[config.mk]
export PLATFORM = sky130hd
export DESIGN_NAME = vectored_request_controller
export DESIGN_NICKNAME = d
export VERILOG_FILES = /design/src/vectored_request_controller_pkg.sv /design/src/slot_priority_picker.sv /design/src/vectored_request_controller.sv
export SDC_FILE = /design/constraint.sdc
export NUM_CORES = 2
export LEC_CHECK = 0
export BUFFER_PORTS_ARGS = -buffer_cell sky130_fd_sc_hd__buf_2
export CORE_MARGIN = 5
export CORE_UTILIZATION = 32
export CTS_CLUSTER_SIZE = 16
export DETAILED_ROUTE_END_ITERATION = 6
export SYNTH_ARGS = -nofsm -noshare
export SYNTH_HDL_FRONTEND = slang
export SYNTH_SLANG_ARGS = --single-unit
[constraint.sdc]
create_clock -name sys_clk -period 3.4 [get_ports sys_clk]
set_input_delay 0.34 -clock sys_clk [delete_from_list [all_inputs] [get_ports sys_clk]]
set_output_delay 0.34 -clock sys_clk [all_outputs]
set_load 0.03 [all_outputs]
[src/vectored_request_controller_pkg.sv]
// Behaviour
// - Each request is fast, vectored or non-vectored.
// - Fast class outranks both normal classes.
// - Fast-class requests OR into the fast output.
// - Readable word shows pending fast-class sources.
// - Sixteen slots, any source to any slot.
// - Lower slot index wins; slot zero highest.
// - Non-vectored requests have the lowest priority.
// - Vectored and non-vectored requests OR into normal output.
// - Vector register gives winning slot's address.
// - No vectored request: vector gives default address.
// - Readable word shows active normal-class requests.
package vectored_request_controller_pkg;

	// ------------------------------------------------------------------
	// Bus geometry and register map (byte addresses).
	// ------------------------------------------------------------------
	localparam int ADDR_W = 8; // Byte address width of the register window.
	localparam int DATA_W = 32; // Bus data width.
	localparam logic [7:0] OFS_CLASS_FAST = 8'h00; // Per-source fast class select.
	localparam logic [7:0] OFS_ENABLE = 8'h04; // Per-source request enable.
	localparam logic [7:0] OFS_FAST_STATUS = 8'h08; // Pending fast-class sources.
	localparam logic [7:0] OFS_NORMAL_STATUS = 8'h0C; // Pending normal-class sources.
	localparam logic [7:0] OFS_RAW_STATUS = 8'h10; // Raw request lines.
	localparam logic [7:0] OFS_VECTOR = 8'h14; // Current service-routine address.
	localparam logic [7:0] OFS_DEFAULT = 8'h18; // Default routine address.
	localparam logic [7:0] OFS_EVT_STATUS = 8'h1C; // Sticky events, read clears.
	localparam logic [7:0] OFS_EVT_MASK = 8'h20; // Event interrupt mask.
	localparam logic [1:0] SEL_SLOT_CTRL = 2'h1; // Address bits 7:6 for slot control.
	localparam logic [1:0] SEL_SLOT_ADDR = 2'h2; // Address bits 7:6 for slot address.

	// ------------------------------------------------------------------
	// Field layouts.
	// ------------------------------------------------------------------
	localparam int NUM_SLOTS = 16; // Vectored slots.
	localparam int SLOT_IDX_W = 4; // Slot index width.
	localparam int SRC_FIELD_W = 5; // Source number field in slot control.
	localparam int SLOT_EN_BIT = 5; // Slot enable bit in slot control.
	localparam int EVT_W = 2; // Number of sticky events.
	localparam int EVT_FAST_BIT = 0; // Fast output went high.
	localparam int EVT_NORMAL_BIT = 1; // Normal output went high.

	// ------------------------------------------------------------------
	// Values after reset.
	// ------------------------------------------------------------------
	localparam logic [31:0] RST_CLASS_FAST = 32'h0000_0000; // All sources normal.
	localparam logic [31:0] RST_ENABLE = 32'h0000_0000; // All sources disabled.
	localparam logic [31:0] RST_ADDR = 32'h0000_0000; // Routine addresses.
	localparam logic [4:0] RST_SLOT_SRC = 5'h00; // Slot source number.
	localparam logic [1:0] RST_EVT = 2'h0; // Events and mask.

endpackage

[src/slot_priority_picker.sv]
`timescale 1ns/10ps
// Picks the lowest-numbered active slot out of a set of slot hits.
module slot_priority_picker #(
	parameter int N = 16, // Number of slots.
	parameter int IW = 4 // Index width.
) (
	input wire logic [N-1:0] hits, // One bit per slot, high when it requests.
	output logic [IW-1:0] win_idx, // Index of the winning slot.
	output logic any_hit // High when any slot requests.
);

	// ------------------------------------------------------------------
	// Priority search.
	// ------------------------------------------------------------------
	// Scanning downward lets the lowest index overwrite the others last.
	always_comb
	begin
		win_idx = '0;
		any_hit = 1'b0;
		for (int i = N - 1; i >= 0; i--)
		begin
			if (hits[i])
			begin
				win_idx = IW'(i);
				any_hit = 1'b1;
			end
		end
	end

endmodule // slot_priority_picker

[src/vectored_request_controller.sv]
`timescale 1ns/10ps
// Vectored interrupt controller with an Avalon-MM register slave.
module vectored_request_controller #(
	parameter int NUM_SRC = 32 // Number of peripheral request lines, 32 at most.
) (
	input wire logic sys_clk, // System clock, 125 MHz.
	input wire logic rst_n, // Asynchronous reset, active low.
	input wire logic [NUM_SRC-1:0] periph_req, // Level requests, one per peripheral.
	output logic fast_interrupt_request, // Fast request to the core.
	output logic normal_interrupt_request, // Normal request to the core.
	output logic event_irq, // Level interrupt from unmasked sticky events.
	input wire logic [7:0] avs_address, // Avalon byte address.
	input wire logic avs_read, // Avalon read strobe.
	input wire logic avs_write, // Avalon write strobe.
	input wire logic [3:0] avs_byteenable, // Avalon byte enables.
	input wire logic [31:0] avs_writedata, // Avalon write data.
	output logic [31:0] avs_readdata, // Avalon read data.
	output logic avs_waitrequest // Avalon wait request.
);

	localparam int SRC_W = (NUM_SRC > 1) ? $clog2(NUM_SRC) : 1; // Source index width.

	// ------------------------------------------------------------------
	// Declarations.
	// ------------------------------------------------------------------
	logic [NUM_SRC-1:0] class_fast; // High bit puts a source in the fast class.
	logic [NUM_SRC-1:0] next_class_fast; // Next class selection.
	logic [NUM_SRC-1:0] src_enable; // Per-source enable.
	logic [NUM_SRC-1:0] next_src_enable; // Next enable.
	logic [4:0] slot_src [vectored_request_controller_pkg::NUM_SLOTS]; // Bound source.
	logic [4:0] next_slot_src [vectored_request_controller_pkg::NUM_SLOTS]; // Next binding.
	logic [vectored_request_controller_pkg::NUM_SLOTS-1:0] slot_en; // Slot in use.
	logic [vectored_request_controller_pkg::NUM_SLOTS-1:0] next_slot_en; // Next slot use.
	logic [31:0] slot_addr [vectored_request_controller_pkg::NUM_SLOTS]; // Routine addresses.
	logic [31:0] next_slot_addr [vectored_request_controller_pkg::NUM_SLOTS]; // Next addresses.
	logic [31:0] default_addr; // Shared routine address for non-vectored sources.
	logic [31:0] next_default_addr; // Next default address.
	logic [1:0] evt_status; // Sticky events.
	logic [1:0] next_evt_status; // Next sticky events.
	logic [1:0] evt_mask; // Event mask, high enables.
	logic [1:0] next_evt_mask; // Next mask.
	logic [NUM_SRC-1:0] fast_active; // Enabled fast-class requests.
	logic [NUM_SRC-1:0] normal_active; // Enabled normal-class requests.
	logic [31:0] normal_wide; // Normal requests padded to a full word.
	logic [vectored_request_controller_pkg::NUM_SLOTS-1:0] slot_hits; // Requesting slots.
	logic [vectored_request_controller_pkg::SLOT_IDX_W-1:0] win_idx; // Winning slot.
	logic any_vectored; // Some slot requests.
	logic [31:0] vector_addr; // Registered current vector.
	logic [31:0] next_vector_addr; // Next vector.
	logic next_fast; // Next fast output.
	logic next_normal; // Next normal output.
	logic bus_ack; // High in the cycle an access completes.
	logic next_bus_ack; // Next completion flag.
	logic [31:0] next_readdata; // Read data to capture.
	logic req_any; // A read or write is presented.
	logic wr_take; // A write completes at this edge.
	logic rd_take; // A read completes at this edge.
	logic [31:0] wmask; // Write data bit mask from byte enables.
	logic [31:0] wmerge; // Write data masked by the byte enables.

	// ------------------------------------------------------------------
	// Classification of requests.
	// ------------------------------------------------------------------
	// A fast-class source never counts as normal, which gives fast the upper hand.
	always_comb
	begin
		fast_active = periph_req & src_enable & class_fast;
		normal_active = periph_req & src_enable & ~class_fast;
		normal_wide = 32'(normal_active);
	end

	// One hit per slot; sources that are both bound and fast stay fast only.
	genvar g;
	generate
		for (g = 0; g < vectored_request_controller_pkg::NUM_SLOTS; g++)
		begin : gen_slot_hit
			assign slot_hits[g] = slot_en[g] & normal_wide[slot_src[g]];
		end
	endgenerate

	// Lowest slot index wins the vector.
	slot_priority_picker #(
		.N(vectored_request_controller_pkg::NUM_SLOTS),
		.IW(vectored_request_controller_pkg::SLOT_IDX_W)
	) u_picker (
		.hits(slot_hits),
		.win_idx(win_idx),
		.any_hit(any_vectored)
	);

	// ------------------------------------------------------------------
	// Core outputs and vector.
	// ------------------------------------------------------------------
	// Outputs are registered so the core sees glitch-free lines, at one cycle of latency.
	always_comb
	begin
		next_fast = |fast_active;
		next_normal = |normal_active;
		if (any_vectored)
		begin
			next_vector_addr = slot_addr[win_idx];
		end
		else
		begin
			next_vector_addr = default_addr;
		end
	end

	// Register the core-facing state.
	always_ff @(posedge sys_clk or negedge rst_n)
	begin
		if (!rst_n)
		begin
			fast_interrupt_request <= 1'b0;
			normal_interrupt_request <= 1'b0;
			vector_addr <= vectored_request_controller_pkg::RST_ADDR;
		end
		else
		begin
			fast_interrupt_request <= next_fast;
			normal_interrupt_request <= next_normal;
			vector_addr <= next_vector_addr;
		end
	end

	// ------------------------------------------------------------------
	// Avalon-MM handshake.
	// ------------------------------------------------------------------
	// Every access waits exactly one cycle; the second edge completes it.
	always_comb
	begin
		req_any = avs_read | avs_write;
		next_bus_ack = req_any & ~bus_ack;
		avs_waitrequest = req_any & ~bus_ack;
		wr_take = avs_write & bus_ack;
		rd_take = avs_read & bus_ack;
		for (int b = 0; b < 4; b++)
		begin
			wmask[8*b +: 8] = {8{avs_byteenable[b]}};
		end
		wmerge = avs_writedata & wmask;
	end

	// Read data is captured in the wait cycle and stands at the completing edge.
	always_comb
	begin
		next_readdata = avs_readdata;
		if (avs_read & ~bus_ack)
		begin
			next_readdata = 32'h0000_0000; // Unmapped addresses read as zero.
			case (avs_address[7:6])
				vectored_request_controller_pkg::SEL_SLOT_CTRL:
				begin
					next_readdata = {26'h0, slot_en[avs_address[5:2]], slot_src[avs_address[5:2]]};
				end
				vectored_request_controller_pkg::SEL_SLOT_ADDR:
				begin
					next_readdata = slot_addr[avs_address[5:2]];
				end
				default:
				begin
					case (avs_address)
						vectored_request_controller_pkg::OFS_CLASS_FAST:
							next_readdata = 32'(class_fast);
						vectored_request_controller_pkg::OFS_ENABLE:
							next_readdata = 32'(src_enable);
						vectored_request_controller_pkg::OFS_FAST_STATUS:
							next_readdata = 32'(fast_active);
						vectored_request_controller_pkg::OFS_NORMAL_STATUS:
							next_readdata = normal_wide;
						vectored_request_controller_pkg::OFS_RAW_STATUS:
							next_readdata = 32'(periph_req);
						vectored_request_controller_pkg::OFS_VECTOR:
							next_readdata = vector_addr;
						vectored_request_controller_pkg::OFS_DEFAULT:
							next_readdata = default_addr;
						vectored_request_controller_pkg::OFS_EVT_STATUS:
							next_readdata = {30'h0, evt_status};
						vectored_request_controller_pkg::OFS_EVT_MASK:
							next_readdata = {30'h0, evt_mask};
						default:
							next_readdata = 32'h0000_0000;
					endcase
				end
			endcase
		end
	end

	// Register the handshake state.
	always_ff @(posedge sys_clk or negedge rst_n)
	begin
		if (!rst_n)
		begin
			bus_ack <= 1'b0;
			avs_readdata <= 32'h0000_0000;
		end
		else
		begin
			bus_ack <= next_bus_ack;
			avs_readdata <= next_readdata;
		end
	end

	// ------------------------------------------------------------------
	// Configuration registers.
	// ------------------------------------------------------------------
	// Software may rewrite class and slot settings at any time; the new
	// classification takes effect on the outputs one cycle after the write.
	always_comb
	begin
		next_class_fast = class_fast;
		next_src_enable = src_enable;
		next_slot_src = slot_src;
		next_slot_en = slot_en;
		next_slot_addr = slot_addr;
		next_default_addr = default_addr;
		next_evt_mask = evt_mask;
		if (wr_take)
		begin
			case (avs_address[7:6])
				vectored_request_controller_pkg::SEL_SLOT_CTRL:
				begin
					if (avs_byteenable[0])
					begin
						next_slot_src[avs_address[5:2]] = avs_writedata[4:0];
						next_slot_en[avs_address[5:2]] =
							avs_writedata[vectored_request_controller_pkg::SLOT_EN_BIT];
					end
				end
				vectored_request_controller_pkg::SEL_SLOT_ADDR:
				begin
					next_slot_addr[avs_address[5:2]] =
						(slot_addr[avs_address[5:2]] & ~wmask) | wmerge;
				end
				default:
				begin
					case (avs_address)
						vectored_request_controller_pkg::OFS_CLASS_FAST:
							next_class_fast = NUM_SRC'((32'(class_fast) & ~wmask) | wmerge);
						vectored_request_controller_pkg::OFS_ENABLE:
							next_src_enable = NUM_SRC'((32'(src_enable) & ~wmask) | wmerge);
						vectored_request_controller_pkg::OFS_DEFAULT:
							next_default_addr = (default_addr & ~wmask) | wmerge;
						vectored_request_controller_pkg::OFS_EVT_MASK:
						begin
							if (avs_byteenable[0])
							begin
								next_evt_mask = avs_writedata[1:0];
							end
						end
						default:
						begin
							next_evt_mask = evt_mask; // Read-only or unmapped: ignored.
						end
					endcase
				end
			endcase
		end
	end

	// Register the configuration.
	always_ff @(posedge sys_clk or negedge rst_n)
	begin
		if (!rst_n)
		begin
			class_fast <= NUM_SRC'(vectored_request_controller_pkg::RST_CLASS_FAST);
			src_enable <= NUM_SRC'(vectored_request_controller_pkg::RST_ENABLE);
			slot_en <= '0;
			default_addr <= vectored_request_controller_pkg::RST_ADDR;
			evt_mask <= vectored_request_controller_pkg::RST_EVT;
			for (int s = 0; s < vectored_request_controller_pkg::NUM_SLOTS; s++)
			begin
				slot_src[s] <= vectored_request_controller_pkg::RST_SLOT_SRC;
				slot_addr[s] <= vectored_request_controller_pkg::RST_ADDR;
			end
		end
		else
		begin
			class_fast <= next_class_fast;
			src_enable <= next_src_enable;
			slot_src <= next_slot_src;
			slot_en <= next_slot_en;
			slot_addr <= next_slot_addr;
			default_addr <= next_default_addr;
			evt_mask <= next_evt_mask;
		end
	end

	// ------------------------------------------------------------------
	// Sticky events and event interrupt.
	// ------------------------------------------------------------------
	// A read of the status word clears the bits it reported, but a rising output in the same
	// cycle sets its bit again so the event is never lost.
	always_comb
	begin
		next_evt_status = evt_status;
		if (rd_take && avs_address == vectored_request_controller_pkg::OFS_EVT_STATUS)
		begin
			// Only the bits that the read reported are cleared. An event set in the
			// wait cycle missed the captured word and must survive for the next read.
			next_evt_status = evt_status & ~avs_readdata[1:0];
		end
		if (next_fast && !fast_interrupt_request)
		begin
			next_evt_status[vectored_request_controller_pkg::EVT_FAST_BIT] = 1'b1;
		end
		if (next_normal && !normal_interrupt_request)
		begin
			next_evt_status[vectored_request_controller_pkg::EVT_NORMAL_BIT] = 1'b1;
		end
		event_irq = |(evt_status & evt_mask);
	end

	// Register the events.
	always_ff @(posedge sys_clk or negedge rst_n)
	begin
		if (!rst_n)
		begin
			evt_status <= vectored_request_controller_pkg::RST_EVT;
		end
		else
		begin
			evt_status <= next_evt_status;
		end
	end

endmodule // vectored_request_controller

==> summary.md <==
| Metric | Value |
|---|---|
| Count leader, synth | `dfrtp_1` |
| Fin area | `53900 sq um` |
| Routed Antenna Nets | `0` |
| Max H-tree Level | `3` |
| Required time of the critical path | `between 3 and 4 ns` |
| I/O pin count | `~120` |
| CTS tree | `done` |
| Maximum clock path buffer count | `3` |
| Synthesized area | `between 40000 and 50000 sq um` |
| Die height | `379 um` |
| Initial DRC count | `4634` |
| GRT Residual Overflow | `0` |
| Global-route wire length before repair | `247 mm` |
| Multi-input logic area | `approximately 23000 sq um` |
| Synthesized netlist cell count | `3928` |
| Final setup TNS | `-22.65 ns` |
| Initial Utilization | `0.322` |
| Crit path max-delay cell type | `mux4_2` |
| Core area | `135000 sq um` |
| Antenna violations before repair | `6` |
| Top cell type's share of synthesized area | `0.445` |
| Synth warn | `0` |
| RSZ-0062 raised after global routing | `true` |
| Reg clk slew, reported paths | `0.06 ns` |
| Post-Syn Area per Cell | `11.1 sq um` |
| Nets | `4375` |
| Synth cell count leaders | `775 x dfrtp_1, 378 x nand2_1, 361 x mux2i_1` |
| Slowest stage delay, CP | `0.51 ns` |
| Worst Setup Start Kind | `flop` |
| Gr usage total | `0.231` |
| Final min period | `4.16 ns` |
| Netlist cell types | `60` |
| Number of buffers created by CTS | `84` |
| Root Buffer | `clkbuf_16` |
| Max-cap violation count | `0` |
| Hold slack | `approximately 0.021 ns` |
| PnR worst setup slack | `-0.762 ns` |
| WL per Instance | `27.6 um` |
| Via count of the first global-routing pass | `~36000` |
| Ratio of final minimum period to clock period | `1.22` |
| Largest area contributor in the netlist | `dfrtp_1` |
| Syn Nets | `~4000` |
| Worst path arrival time | `4.73 ns` |
| Top cells by area, synth | `dfrtp_1 44%, mux4_2 17%, mux2i_1 8.3%` |
| Rows | `135` |
| Worst Setup End Kind | `flop` |
| Tightest Hold Check Type | `in2reg` |
| Port buffer count | `between 100 and 150` |
| Die W | `379 um` |
| Die Area | `about 140000 sq um` |
| DP Area | `50000 sq um` |
| Status | `finished with violations` |
| Fin Clk Skew | `0.0210 ns` |
| Vias/cell | `roughly 5.9` |
| Cell Chain, Critical Path | `nand3b_1, mux4_2, mux2_4, mux4_2, nand2b_4, and3_4, a221o_1, o211ai_4, buf_12, buf_12, buf_6, mux2i_1, a22oi_1, a21oi_2, a211oi_2` |
| DR DRC count | `0` |
| Clock sinks | `775` |
| Final setup vio count | `32` |
| Register area share after synthesis | `0.445` |
| Post-synth EDFFs | `0` |
| Final wirelength | `169 mm` |
| Failing checks | `negative setup slack` |
| Clock latency at the later pin of the worst-skew pair | `0.67 ns` |
| Area Growth Syn to Fin | `23.5%` |
| Main flop type after synthesis | `dfrtp_1` |
| Worst slew pin tran | `roughly 0.93 ns` |
| Relative slew slack | `0.380` |
| PD cells | `441 nW/um^2` |
| WP buf/inv | `3` |
| Max Slew Vio Count | `0` |
| Vias | `36507` |
| Worst path top cell family by delay | `multiplexers` |
| Largest net degree at the start of global routing | `74` |
| Setup CP Type | `reg2reg` |
| Final Total Pwr | `23.7 mW` |
| Place WS | `-0.866 ns` |
| Layout cells sized above 1 | `0.319` |
| Maximum operating frequency | `around 240 MHz` |
| Static Leak | `24.3 nW` |
| Yosys reg bits | `a little under 800` |
| Reg area | `approximately 19000 sq um` |
| Max rail drop VDD | `394 uV` |
| Fillcell total | `12915` |
| 1st-pass router iterations | `7` |
| Final hold violations | `0` |
| Post-synth ARST share | `1.00` |
| Post-DP HPWL | `approximately 110 mm` |
| Routability-driven placement congestion ratio | `about 0.98` |
| Worst Path Max Fanout | `9` |
==> per-stage QoR <==
step | util | instances
3_3_place_gp | 0.369 | 5940
4_1_cts | 0.394 | 6118
6_report | 0.398 | 6141
5_1_grt | 0.398 | 6141
2_1_floorplan | - | 3928
3_5_place_dp | 0.369 | 5940
==> cells in the final DEF (no fill, tap or decap), drive strengths merged, types with 4 or more instances in the layout <==
cell type and count:
a31oi 36, dlygate4sd3 13, inv 24, nor2 330, a22oi 75, clkinvlp 4
nand2b 11, a31o 4, clkinv 19, mux4 320, a21oi 349, diode 5
clkbuf 110, buf 633, bufinv 14, or2 5, nand3 66, nand4 21
nand3b 32, and3 26, mux2 193, a221oi 7, o211ai 8, nand2 378
and2 12, a22o 34, a222oi 30, o21ai 343, o22ai 33, nor2b 7
o31ai 4, dfrtp 775, and3b 6, nor3 37, mux2i 361
==> cells by family (layout without fill, tap and decap cells) <==
family / count (synthesis) / count (layout) / share of synthesized area
compound gates: 945 / 945 / 0.125
simple gates: 941 / 941 / 0.0945
mux: 874 / 874 / 0.298
flops: 775 / 775 / 0.445
buf+inv: 390 / 817 / 0.0370
fa+ha+maj: 3 / 3 / 0.000861
other cells: 0 / 5 / 0
==> worst paths after layout <==
check | slack [ns] | start | cells after the start | endpoint
max in group asynchronous | 2.11 | rst_n | 3 | slot_en[14]$_DFFE_PN0P_
max | -0.76 | flop | 15 | vector_addr[30]$_DFF_PN0_
min | 0.02 | avs_writedata[16] | 2 | flop
min reg2reg | 0.47 | avs_readdata[4]$_DFFE_PN0P_ | 2 | avs_readdata[4]$_DFFE_PN0P_
max reg2reg | -0.76 | flop | 15 | vector_addr[30]$_DFF_PN0_
min in group asynchronous | 0.35 | rst_n | 2 | slot_src[76]$_DFFE_PN0P_
==> worst register-to-register path: cells and delay by family (launching register included) <==
family | cells | cell delay, ns
multiplexers | 4 | 1.40
AO/OA/AOI/OAI | 5 | 1.16
AND/OR/NAND/NOR | 3 | 0.59
buffers and inverters | 3 | 0.54
flip-flops | 1 | 0.37
==> final cells by class <==
| cell class | count | area share |
|---|---|---|
| diodes | 5 | 0.000232 |
| clock buffers | 108 | 0.0433 |
| clock inverters | 41 | 0.0119 |
| inverters | 20 | 0.00139 |
| multi-input cells | 2763 | 0.427 |
| flip-flops and latches | 775 | 0.360 |
| well taps | 1781 | 0.0414 |
| repair buffers | 648 | 0.115 |
==> where the power goes <==
group | internal, mW | total [mW] | switching [mW] | leakage (nW)
sequential | 9.92 | 10.5 | 0.624 | 10.6
combinational | 1.45 | 3.18 | 1.74 | 12.3
clock | 5.93 | 10.0 | 4.07 | 1.46
total | 17.3 | 23.7 | 6.43 | 24.3
==> per-layer routing <==
metal / vias to the layer above / routed length [um] / share of wire / track usage
met5: - / 0 / 0 / 0
met2: 2101 / 77100 / 0.46 / 0.362
met3: 524 / 15800 / 0.093 / 0.0427
li1: 15380 / - / - / -
met4: 0 / 10300 / 0.061 / 0.123
met1: 18502 / 66100 / 0.39 / 0.304
==> timing repair <==
| action | 4_1_cts | 5_1_grt |
|---|---|---|
| setup buffers | 15 | 19 |
| setup endpoints to repair | 32 | 32 |
| gates resized for setup | 47 | 61 |
| gates cloned | 2 | 1 |
| pin swaps | 33 | 28 |
| hold buffers | 13 | 0 |
| endpoints found under the hold margin | 86 | 0 |
Note: power is estimated with default switching activity, not from simulation.
